[src/hw/rxaf_pkg.sv]
// Purpose: shared constants and types of the receive address filter and wake detector
// Assumes: APB register access, one clock, bytes arrive from the MAC receive path
// Notes: all offsets are byte addresses of aligned 32-bit words
package rxaf_pkg;
    // ==================================================================
    // register map
    localparam logic [7:0] RXAF_OFS_MAC_CTRL = 8'h00;
    localparam logic [7:0] RXAF_OFS_ADDR_HI = 8'h04;
    localparam logic [7:0] RXAF_OFS_ADDR_LO = 8'h08;
    localparam logic [7:0] RXAF_OFS_HASH_HI = 8'h0c;
    localparam logic [7:0] RXAF_OFS_HASH_LO = 8'h10;
    localparam logic [7:0] RXAF_OFS_WAKE_PORT = 8'h14;
    localparam logic [7:0] RXAF_OFS_WAKE_CSR = 8'h18;
    localparam logic [7:0] RXAF_OFS_FRAME_STAT = 8'h1c;

    // ==================================================================
    // field positions
    localparam int RXAF_CTL_HASH_ONLY = 0;
    localparam int RXAF_CTL_HASH_PERF = 1;
    localparam int RXAF_CTL_INVERSE = 2;
    localparam int RXAF_CTL_ALL = 3;
    localparam int RXAF_CTL_PASS_MC = 4;
    localparam int RXAF_CSR_ENABLE = 0;
    localparam int RXAF_CSR_RECEIVED = 1;
    localparam int RXAF_CSR_IRQ_EN = 2;
    localparam int RXAF_CSR_PME_EN = 3;
    localparam int RXAF_CSR_REDUCED = 8;
    localparam int RXAF_CMD_ENABLE = 0;
    localparam int RXAF_CMD_MCAST = 3;
    localparam int RXAF_WORD_CMD = 4;
    localparam int RXAF_WORD_OFFSET = 5;
    localparam int RXAF_WORD_CRC_LO = 6;
    localparam int RXAF_WORD_CRC_HI = 7;

    // ==================================================================
    // reset values and counts
    localparam logic [31:0] RXAF_RST_WORD = 32'h0000_0000;
    localparam logic [2:0] RXAF_RST_PTR = 3'h0;
    localparam logic [8:0] RXAF_POS_MAX = 9'h1ff;
    localparam logic [8:0] RXAF_DA_BYTES = 9'h006;
    localparam logic [8:0] RXAF_MASK_BITS = 9'h01f;
    localparam logic [31:0] RXAF_CRC32_SEED = 32'hffff_ffff;
    localparam logic [31:0] RXAF_CRC32_POLY = 32'hedb8_8320;
    localparam logic [15:0] RXAF_CRC16_SEED = 16'hffff;
    localparam logic [15:0] RXAF_CRC16_POLY = 16'ha001;

    // ==================================================================
    // types
    typedef enum logic [1:0] {
        RXAF_IDLE = 2'b01,
        RXAF_FRAME = 2'b10
    } rxaf_state_t;

    typedef struct packed {
        logic valid;
        logic sof;
        logic eof;
        logic [7:0] data;
    } rxaf_beat_t;

    typedef struct packed {
        logic done;
        logic pass;
        logic wake;
    } rxaf_result_t;
endpackage

[src/hw/rxaf_wake_store.sv]
// Purpose: eight-word store behind the wake filter port
// Assumes: writer supplies the word index and the word already merged under byte strobes
// Notes: all words are visible in parallel; read data is registered
`timescale 1ns/1ps
module rxaf_wake_store
    import rxaf_pkg::*;
(
    input wire logic clk, // bus clock
    input wire logic rst_n, // async reset, active low
    input wire logic wr_en, // write strobe
    input wire logic [2:0] idx, // word index
    input wire logic [31:0] wr_data, // merged write word
    output logic [7:0][31:0] words, // all filter words
    output logic [31:0] rd_q // word at idx, registered
);
    logic [7:0][31:0] words_d;
    logic [31:0] rd_d;

    // ==================================================================
    // next values
    always_comb begin
        words_d = words;
        if (wr_en) begin
            words_d[idx] = wr_data;
        end
        rd_d = words[idx];
    end

    // registers
    always_ff @(posedge clk or negedge rst_n) begin
        if (!rst_n) begin
            words <= '0;
            rd_q <= RXAF_RST_WORD;
        end else begin
            words <= words_d;
            rd_q <= rd_d;
        end
    end
endmodule

[src/hw/rxaf_top.sv]
// Purpose: receive destination address filter and wake frame detector
// Assumes: receive bytes come on pclk, one byte per valid beat
// Notes: zero-wait APB slave; wake filter words loaded through one port
//
// Decided for this implementation: the register offsets and the APB slave port.
`timescale 1ns/1ps

// Overview of operation
// - perfect mode passes only destination equal to station address
// - hash index is top six bits of CRC over destination
// - index msb picks high or low hash word, five bits pick bit
// - hash-only mode hashes every destination, unicast or multicast
// - hash-perfect: unicast exact compare, multicast through hash table
// - inverse mode passes destinations unlike station address, rejects equal
// - pass-all-multicast accepts every multicast frame in any mode
// - accept-all passes every frame, broadcast included
// - wake enable stops normal reception, frames only checked for patterns
// - wake frame sets received flag, optionally host irq or power event
// - clearing wake enable returns to normal reception unless reduced power is high
// - wake frame: passes the address filter and any enabled filter matches
// - mask bit j, for j up to 30, includes byte offset plus j in the pattern CRC
// - command bit 3 picks multicast or unicast destinations
// - command bit 0 enables the filter, bits 2:1 reserved
// - reduced power forces wake detection on regardless of enable
// - port words: four masks, command, offsets, two CRC words
// - mode bits select perfect, hash-perfect, hash-only or inverse
// - eight-bit offset, zero is first destination byte
// - sixteen-bit expected CRC equality marks a wake frame
module rxaf_top
    import rxaf_pkg::*;
(
    input wire logic pclk, // bus and receive clock
    input wire logic presetn, // async reset, active low
    input wire logic psel, // apb select
    input wire logic penable, // apb access phase
    input wire logic pwrite, // apb direction
    input wire logic [7:0] paddr, // apb byte address
    input wire logic [31:0] pwdata, // apb write data
    input wire logic [3:0] pstrb, // apb byte strobes
    output logic [31:0] prdata, // apb read data
    output logic pready, // apb ready
    output logic pslverr, // apb error on unmapped address
    input wire rxaf_beat_t rx_beat, // receive byte from mac
    input wire logic reduced_power, // low power state from power logic
    output rxaf_result_t result, // per-frame filter result
    output logic wake_mode, // detection mode active
    output logic host_irq, // wake interrupt level
    output logic power_event_out // power management event level
);
    // ==================================================================
    // helpers
    function automatic logic [31:0] merge(input logic [31:0] old,
                                          input logic [31:0] nw,
                                          input logic [3:0] strb);
        logic [31:0] r;
        r = old;
        for (int b = 0; b < 4; b++) begin
            if (strb[b]) begin
                r[8*b +: 8] = nw[8*b +: 8];
            end
        end
        return r;
    endfunction

    function automatic logic [31:0] crc32_byte(input logic [31:0] c,
                                               input logic [7:0] d);
        logic [31:0] r;
        r = c;
        for (int k = 0; k < 8; k++) begin
            r = (r[0] ^ d[k]) ? ((r >> 1) ^ RXAF_CRC32_POLY) : (r >> 1);
        end
        return r;
    endfunction

    function automatic logic [15:0] crc16_byte(input logic [15:0] c,
                                               input logic [7:0] d);
        logic [15:0] r;
        r = c;
        for (int k = 0; k < 8; k++) begin
            r = (r[0] ^ d[k]) ? ((r >> 1) ^ RXAF_CRC16_POLY) : (r >> 1);
        end
        return r;
    endfunction

    function automatic logic is_addr(input logic [7:0] a,
                                     input logic [7:0] ofs);
        return a == ofs;
    endfunction

    // ==================================================================
    // register bus
    logic [31:0] ctrl_q, ctrl_d, addr_hi_q, addr_hi_d, addr_lo_q, addr_lo_d;
    logic [31:0] hash_hi_q, hash_hi_d, hash_lo_q, hash_lo_d;
    logic [31:0] prdata_d, prdata_q;
    logic [3:0] csr_q, csr_d;
    logic [2:0] ptr_q, ptr_d;
    logic [7:0] stat_q, stat_d;
    logic [7:0][31:0] fw;
    logic [31:0] port_rd;
    logic wr, rd, mapped, port_wr;
    logic wake_set;

    assign wr = psel & penable & pwrite;
    assign rd = psel & penable & ~pwrite;
    assign pready = 1'b1;
    assign mapped = is_addr(paddr, RXAF_OFS_MAC_CTRL) | is_addr(paddr, RXAF_OFS_ADDR_HI)
        | is_addr(paddr, RXAF_OFS_ADDR_LO) | is_addr(paddr, RXAF_OFS_HASH_HI)
        | is_addr(paddr, RXAF_OFS_HASH_LO) | is_addr(paddr, RXAF_OFS_WAKE_PORT)
        | is_addr(paddr, RXAF_OFS_WAKE_CSR) | is_addr(paddr, RXAF_OFS_FRAME_STAT);
    assign pslverr = psel & penable & ~mapped;
    assign port_wr = wr & is_addr(paddr, RXAF_OFS_WAKE_PORT);
    assign prdata = prdata_q;

    // filter words live in the store; index walks with each port access
    rxaf_wake_store u_store (
        .clk(pclk),
        .rst_n(presetn),
        .wr_en(port_wr),
        .idx(ptr_q),
        .wr_data(merge(fw[ptr_q], pwdata, pstrb)),
        .words(fw),
        .rd_q(port_rd)
    );

    // next values of software state
    always_comb begin
        ctrl_d = ctrl_q;
        addr_hi_d = addr_hi_q;
        addr_lo_d = addr_lo_q;
        hash_hi_d = hash_hi_q;
        hash_lo_d = hash_lo_q;
        csr_d = csr_q;
        ptr_d = ptr_q;
        prdata_d = prdata_q;
        if (wr & mapped) begin
            if (is_addr(paddr, RXAF_OFS_MAC_CTRL)) ctrl_d = merge(ctrl_q, pwdata, pstrb);
            if (is_addr(paddr, RXAF_OFS_ADDR_HI)) addr_hi_d = merge(addr_hi_q, pwdata, pstrb);
            if (is_addr(paddr, RXAF_OFS_ADDR_LO)) addr_lo_d = merge(addr_lo_q, pwdata, pstrb);
            if (is_addr(paddr, RXAF_OFS_HASH_HI)) hash_hi_d = merge(hash_hi_q, pwdata, pstrb);
            if (is_addr(paddr, RXAF_OFS_HASH_LO)) hash_lo_d = merge(hash_lo_q, pwdata, pstrb);
            if (is_addr(paddr, RXAF_OFS_WAKE_CSR) && pstrb[0]) begin
                csr_d[RXAF_CSR_ENABLE] = pwdata[RXAF_CSR_ENABLE];
                csr_d[RXAF_CSR_IRQ_EN] = pwdata[RXAF_CSR_IRQ_EN];
                csr_d[RXAF_CSR_PME_EN] = pwdata[RXAF_CSR_PME_EN];
                if (pwdata[RXAF_CSR_RECEIVED]) begin
                    csr_d[RXAF_CSR_RECEIVED] = 1'b0; // write one to clear
                end
            end
        end
        // a detection in the clearing cycle must not be lost
        if (wake_set) begin
            csr_d[RXAF_CSR_RECEIVED] = 1'b1;
        end
        // eight port accesses fill masks, command, offsets, crcs in order
        if ((wr | rd) & is_addr(paddr, RXAF_OFS_WAKE_PORT)) begin
            ptr_d = ptr_q + 3'h1;
        end
        // read data sampled in setup so it is stable for the access phase
        if (psel & ~penable & ~pwrite) begin
            case (paddr)
                RXAF_OFS_MAC_CTRL: prdata_d = ctrl_q;
                RXAF_OFS_ADDR_HI: prdata_d = addr_hi_q;
                RXAF_OFS_ADDR_LO: prdata_d = addr_lo_q;
                RXAF_OFS_HASH_HI: prdata_d = hash_hi_q;
                RXAF_OFS_HASH_LO: prdata_d = hash_lo_q;
                RXAF_OFS_WAKE_PORT: prdata_d = port_rd;
                RXAF_OFS_WAKE_CSR: prdata_d = {23'h0, reduced_power, 4'h0, csr_q};
                RXAF_OFS_FRAME_STAT: prdata_d = {24'h0, stat_q};
                default: prdata_d = 32'h0000_0000;
            endcase
        end
    end

    // software state registers
    always_ff @(posedge pclk or negedge presetn) begin
        if (!presetn) begin
            ctrl_q <= RXAF_RST_WORD;
            addr_hi_q <= RXAF_RST_WORD;
            addr_lo_q <= RXAF_RST_WORD;
            hash_hi_q <= RXAF_RST_WORD;
            hash_lo_q <= RXAF_RST_WORD;
            csr_q <= 4'h0;
            ptr_q <= RXAF_RST_PTR;
            prdata_q <= RXAF_RST_WORD;
        end else begin
            ctrl_q <= ctrl_d;
            addr_hi_q <= addr_hi_d;
            addr_lo_q <= addr_lo_d;
            hash_hi_q <= hash_hi_d;
            hash_lo_q <= hash_lo_d;
            csr_q <= csr_d;
            ptr_q <= ptr_d;
            prdata_q <= prdata_d;
        end
    end

    // ==================================================================
    // frame path
    rxaf_state_t state_q, state_d;
    logic [8:0] pos_q, pos_d, pos;
    logic [47:0] da_q, da_d;
    logic [31:0] crc32_q, crc32_d, crc32_base;
    logic [3:0][15:0] c16_q, c16_d;
    logic [3:0] hit;
    logic [5:0] hidx;
    logic mc, match, hash_ok, addr_ok, norm_ok, eval, live;
    rxaf_result_t result_d;
    logic irq_d, pme_d;

    assign live = rx_beat.valid & (rx_beat.sof | state_q == RXAF_FRAME);
    assign pos = rx_beat.sof ? 9'h000 : pos_q;
    assign crc32_base = rx_beat.sof ? RXAF_CRC32_SEED : crc32_q;
    // reduced power keeps detection running whatever software set
    assign wake_mode = csr_q[RXAF_CSR_ENABLE] | reduced_power;

    // per-filter pattern CRC over masked bytes only
    for (genvar i = 0; i < 4; i++) begin : g_filt
        logic [15:0] base, nxt;
        logic [8:0] rel;
        logic sel;
        assign base = rx_beat.sof ? RXAF_CRC16_SEED : c16_q[i];
        assign rel = pos - {1'b0, fw[RXAF_WORD_OFFSET][8*i +: 8]};
        // bit 31 of the mask is never looked at
        assign sel = (pos >= {1'b0, fw[RXAF_WORD_OFFSET][8*i +: 8]})
            && (rel < RXAF_MASK_BITS) && fw[i][rel[4:0]];
        assign nxt = sel ? crc16_byte(base, rx_beat.data) : base;
        assign c16_d[i] = live ? nxt : c16_q[i];
        // reserved command bits 2:1 are ignored
        assign hit[i] = fw[RXAF_WORD_CMD][8*i + RXAF_CMD_ENABLE]
            && (fw[RXAF_WORD_CMD][8*i + RXAF_CMD_MCAST] == mc)
            && (nxt == fw[RXAF_WORD_CRC_LO + i/2][16*(i%2) +: 16]);
    end

    // destination capture, hash CRC and byte position
    always_comb begin
        state_d = state_q;
        pos_d = pos_q;
        da_d = da_q;
        crc32_d = crc32_q;
        if (live) begin
            state_d = rx_beat.eof ? RXAF_IDLE : RXAF_FRAME;
            pos_d = (pos == RXAF_POS_MAX) ? pos : pos + 9'h001;
            crc32_d = crc32_base;
            if (pos < RXAF_DA_BYTES) begin
                da_d[8*pos[2:0] +: 8] = rx_beat.data;
                crc32_d = crc32_byte(crc32_base, rx_beat.data);
            end
        end
        case (state_q)
            RXAF_IDLE, RXAF_FRAME: ;
            default: state_d = RXAF_IDLE;
        endcase
    end

    // address decision on the final beat of a frame
    always_comb begin
        eval = live & rx_beat.eof & (pos >= RXAF_DA_BYTES - 9'h001);
        mc = da_d[0];
        match = da_d == {addr_hi_q[15:0], addr_lo_q};
        hidx = crc32_d[31:26];
        hash_ok = hidx[5] ? hash_hi_q[hidx[4:0]] : hash_lo_q[hidx[4:0]];
        case ({ctrl_q[RXAF_CTL_INVERSE], ctrl_q[RXAF_CTL_HASH_ONLY],
               ctrl_q[RXAF_CTL_HASH_PERF]})
            3'b001: addr_ok = mc ? hash_ok : match;
            3'b011: addr_ok = hash_ok;
            3'b100: addr_ok = ~match;
            default: addr_ok = match;
        endcase
        if (ctrl_q[RXAF_CTL_PASS_MC] & mc) begin
            addr_ok = 1'b1;
        end
        if (ctrl_q[RXAF_CTL_ALL]) begin
            addr_ok = 1'b1;
        end
        norm_ok = addr_ok & ~wake_mode;
        wake_set = eval & wake_mode & addr_ok & (|hit);
        result_d.done = live & rx_beat.eof;
        result_d.pass = eval & norm_ok;
        result_d.wake = wake_set;
        stat_d = stat_q;
        if (eval) begin
            stat_d = {hidx, mc, addr_ok};
        end
        irq_d = csr_d[RXAF_CSR_RECEIVED] & csr_d[RXAF_CSR_IRQ_EN];
        pme_d = csr_d[RXAF_CSR_RECEIVED] & csr_d[RXAF_CSR_PME_EN];
    end

    // frame path registers
    always_ff @(posedge pclk or negedge presetn) begin
        if (!presetn) begin
            state_q <= RXAF_IDLE;
            pos_q <= 9'h000;
            da_q <= 48'h0000_0000_0000;
            crc32_q <= RXAF_CRC32_SEED;
            c16_q <= '0;
            result <= '0;
            stat_q <= 8'h00;
            host_irq <= 1'b0;
            power_event_out <= 1'b0;
        end else begin
            state_q <= state_d;
            pos_q <= pos_d;
            da_q <= da_d;
            crc32_q <= crc32_d;
            c16_q <= c16_d;
            result <= result_d;
            stat_q <= stat_d;
            host_irq <= irq_d;
            power_event_out <= pme_d;
        end
    end
endmodule

[config.mk]
export PLATFORM = sky130hd
export DESIGN_NAME = rxaf_top
export DESIGN_NICKNAME = d
export VERILOG_FILES = /design/src/hw/rxaf_pkg.sv /design/src/hw/rxaf_wake_store.sv /design/src/hw/rxaf_top.sv
export SDC_FILE = /design/constraint.sdc
export NUM_CORES = 2
export LEC_CHECK = 0
export BUFFER_PORTS_ARGS = -buffer_cell sky130_fd_sc_hd__buf_2
export CORE_AREA = 2 2 269 271
export CTS_CLUSTER_SIZE = 16
export DETAILED_ROUTE_END_ITERATION = 8
export DIE_AREA = 0 0 271 273
export PLACE_DENSITY_LB_ADDON = 0.12
export SETUP_SLACK_MARGIN = 0.05
export SLEW_MARGIN = 20
export SYNTH_ARGS = -nofsm -noshare
export SYNTH_HDL_FRONTEND = slang
export SYNTH_SLANG_ARGS = --single-unit
[constraint.sdc]
create_clock -name pclk -period 7.5 [get_ports pclk]
set_clock_uncertainty 0.2 [all_clocks]
set_input_delay 0.375 -clock pclk [delete_from_list [all_inputs] [get_ports pclk]]
set_output_delay 0.375 -clock pclk [all_outputs]
set_load 0.005 [all_outputs]
==> flow_metrics.tcl <==
set metrics [dict create \
    ys_async_sr_fraction_pct 100 \
    cap_violations 0 \
    ctsLongestPathBuffers 3 \
    grt_pass1_wl_mm 203 \
    ios 101 \
    relSlewSlack_pct 24.9 \
    fin_util_pct 58.5 \
    tritoncts "yes" \
    dr_total_vias 32240 \
    drtIter0Drc 3741 \
    rr_startpoint "pos_q[2]" \
    max_freq_ghz 0.154 \
    ys_ff_latch 655 \
    power_frac_seq_pct 37.8 \
    p_int_mw 7.18 \
    antenna_found_initial 2 \
    die_w_um 271 \
    grt_pass1_vias 30637 \
    clock_latency_ns 0.64 \
    drc 0 \
    die-area_um2 74000 \
    r2r_cells 16 \
    min_period_ns 6.49 \
    met1_length_mm 55.5 \
    cts_setup_buffers 0 \
    critical_path_class "register to register" \
    worstPathMaxFanout 17 \
    dp_hpwl_mm 98.1 \
    critPathMaxStageDelay_ns 0.87 \
    p_per_area_nw_per_um2 261 \
    synth.top_cells.by_count "dfrtp_1 (622), nand2_1 (470), o21ai_0 (370)" \
    fp.dieH_um 273 \
    synth_warnings 0 \
    viasPerCell 6.57 \
    setup_viol 0 \
    maxSlewViolCount 0 \
    synth_cells 3879 \
    synth_top_area_share_pct 41.7 \
    rows 98 \
    grt.total_usage_pct 36.5 \
    post-synth-top-count-cell "dfrtp_1" \
    rsz0062_at_grt "no" \
    worst-r2r-setup-slack_ns 1.01 \
    grt_max_degree 151 \
    cts-buffers-inserted 75 \
    synth_edf_count 0 \
    fin_hold_ws_ns 0.0429 \
    drive_gt1_share_pct 15.4 \
    pwr-share-comb_pct 26.9 \
    crit_path_end_kind "register" \
    final.setup.tns_ns 0 \
    syn_nets 3982 \
    initial_core_util_pct 52.6 \
    cts.sinks 655 \
    met2_length_mm 60.5 \
    grt-ovfl-total 0 \
    ys.flop_type "dfrtp_1" \
    arrival_ns 6.84 \
    place.gp.congestion 1.01 \
    syn2layout_area_growth_pct 11.4 \
    min_from "paddr[5]" \
    crit_path_cell_trace "nor2b_1, ha_1, xnor2_2, mux4_2, mux2i_1, nor3b_1, nor4b_1, buf_4, or3_1, nor2_1, buf_4, o31ai_1, xor2_1, nor4b_1, a2111oi_2, nor3b_2" \
    irDropWorstVdd_uv 236 \
    p_switching_mw 3.67 \
    yosys.area.top_type "dfrtp_1" \
    wl_per_cell_um 27.7 \
    final.period_utilization_pct 86.5 \
    numPortBuffers 99 \
    tightest_slew_ns 1.10 \
    place_ws_ns 1.24 \
    met3_length_mm 12.8 \
    critPathLaunchType "register" \
    status "completed" \
    synth_cell_types 104 \
    cp_slowest_cell "nor2b_1" \
    first_pass_iters 6 \
    top_layer "met5" \
    drt-total-wl_mm 136 \
    hold_path_end "prdata[7]" \
    syn_avg_cell_area_um2 9.62 \
    hold_viol 0 \
    r2r_end "power_event_out" \
    cts_root_buf "clkbuf_16" \
    clock_power_share_pct 35.3 \
    core_area_um2 71000 \
    synthTopCellsByArea "dfrtp_1 (42%), mux2_2 (5.5%), o21ai_0 (5.0%)" \
    fillCellCount 6119 \
    yosysSeqAreaShare_pct 44.0 \
    layoutNonFillerInstCount 4907 \
    finalWorstSetupSlack_ns 1.01 \
    p_leak_nw 17.8 \
    htreeDepth 3 \
    swShare_pct 33.8 \
    hold_depth 4 \
    dp.cells 4733 \
    clk_pin_slew_worst_paths_ns 0.06 \
    finalNetCount 3999 \
    worstHoldPathType "primary input to register" \
    ant_nets 0 \
    required_ns 7.85 \
    syn-cell-area_um2 37300 \
]
-- flip-flops by register name (all words and copies together), names as in the netlist --
register,count
u_store.rd_q,32
addr_hi_q,32
hash_hi_q,32
prdata,32
stat_q,8
addr_lo_q,32
host_irq,1
u_store.words,256
result,3
crc32_q,32
da_q,48
pos_q,9
ctrl_q,32
csr_q,4
state_q,2
hash_lo_q,32
c16_q,64
power_event_out,1
ptr_q,3
-- stage by stage --
stage / area, um^2 / power, mW
finish: 41600 / 10.9
global route: 41500 / 11.2
CTS: 41500 / 10.8
detailed placement: 38600 / 6.96
global placement: 38600 / 6.94
floorplan: 37300 / 6.01
-- how the worst max path moves through the flow --
stage	from	endpoint	cells after the start
after floorplan	rx_beat[9]	result[0]	26
final	pos_q[2]	power_event_out	16
after CTS	pos_q[2]	power_event_out	16
after global placement	rx_beat[9]	power_event_out	17
after global routing	pos_q[2]	host_irq	16
after detailed placement	rx_beat[9]	power_event_out	17
-- kinds of logic (layout without fill, tap and decap cells) --
family                     Yosys count  after routing  share of synthesized area, %
and+or+nand+nor                   1115           1115                          14.0
other                                1              4                        0.0101
DFF                                655            655                          44.0
AOI/OAI and AO/OA                 1103           1103                          19.6
muxes                              305            305                          9.91
xor gates and xnor gates           264            264                          6.79
adders and majority gates           42             42                          1.49
buffers and inverters              394            469                          4.16
-- placed cells by master, fill, tap and decap left out, types with 23 or more instances in the layout --
cell type      instances
dfrtp_1              622
nand2_1              461
o21ai_0              370
nor2_1               250
mux2_2               182
xnor2_1              176
a22oi_1              171
a21oi_1              131
inv_1                125
buf_2                 97
mux2i_1               88
clkbuf_16             77
xor2_1                69
buf_4                 66
nor3_1                58
nand4_1               52
a31oi_1               51
nand3_1               49
a221oi_1              47
ha_1                  38
dlygate4sd3_1         36
a22o_1                35
o22ai_1               34
nand2b_1              33
mux4_2                33
dfstp_2               33
o211ai_1              28
nor4_1                25
nor2b_1               24
o32ai_1               23
-- worst max-delay path, delay by kind of cell (launching register included) --
kind	cells	cell delay (ns)
AND/OR/NAND/NOR	7	2.59
XOR/XNOR	2	0.84
multiplexers	2	0.81
AO/OA/AOI/OAI	2	0.57
flip-flops	1	0.51
adder cells (fa/ha/maj)	1	0.45
buffers and inverters	2	0.42
-- per-layer routing --
metal	up-vias	track usage [%]
met5	-	0
met1	16027	49.8
met3	368	8.42
li1	14178	-
met4	4	16.3
met2	1663	55.6
-- power groups by stage --
stage | registers [mW] | logic, mW | clock network, mW
CTS | 4.10 | 2.83 | 3.86
floorplan | 4.00 | 2.01 | 0
global placement | 4.16 | 2.79 | 0
global route | 4.13 | 3.10 | 3.99
finish | 4.11 | 2.92 | 3.83
detailed placement | 4.16 | 2.80 | 0
-- what timing repair did --
| item | in CTS | in global routing |
|---|---|---|
| hold buffers | 36 | 0 |
| resized for setup | 0 | 0 |
| hold endpoints to repair | 247 | 0 |
-- final cells by class --
type | count | area [um^2] | share of cell area, %
timing repair buffer | 205 | 1450 | 3.48
multi-input combinational | 2830 | 19400 | 46.8
clock inverter | 19 | 312 | 0.750
sequential | 655 | 16400 | 39.5
inverter | 129 | 484 | 1.17
antenna | 3 | 7.51 | 0.0181
tap | 950 | 1190 | 2.86
clock buffer | 116 | 2240 | 5.40
(Power assumes the default switching activity.)
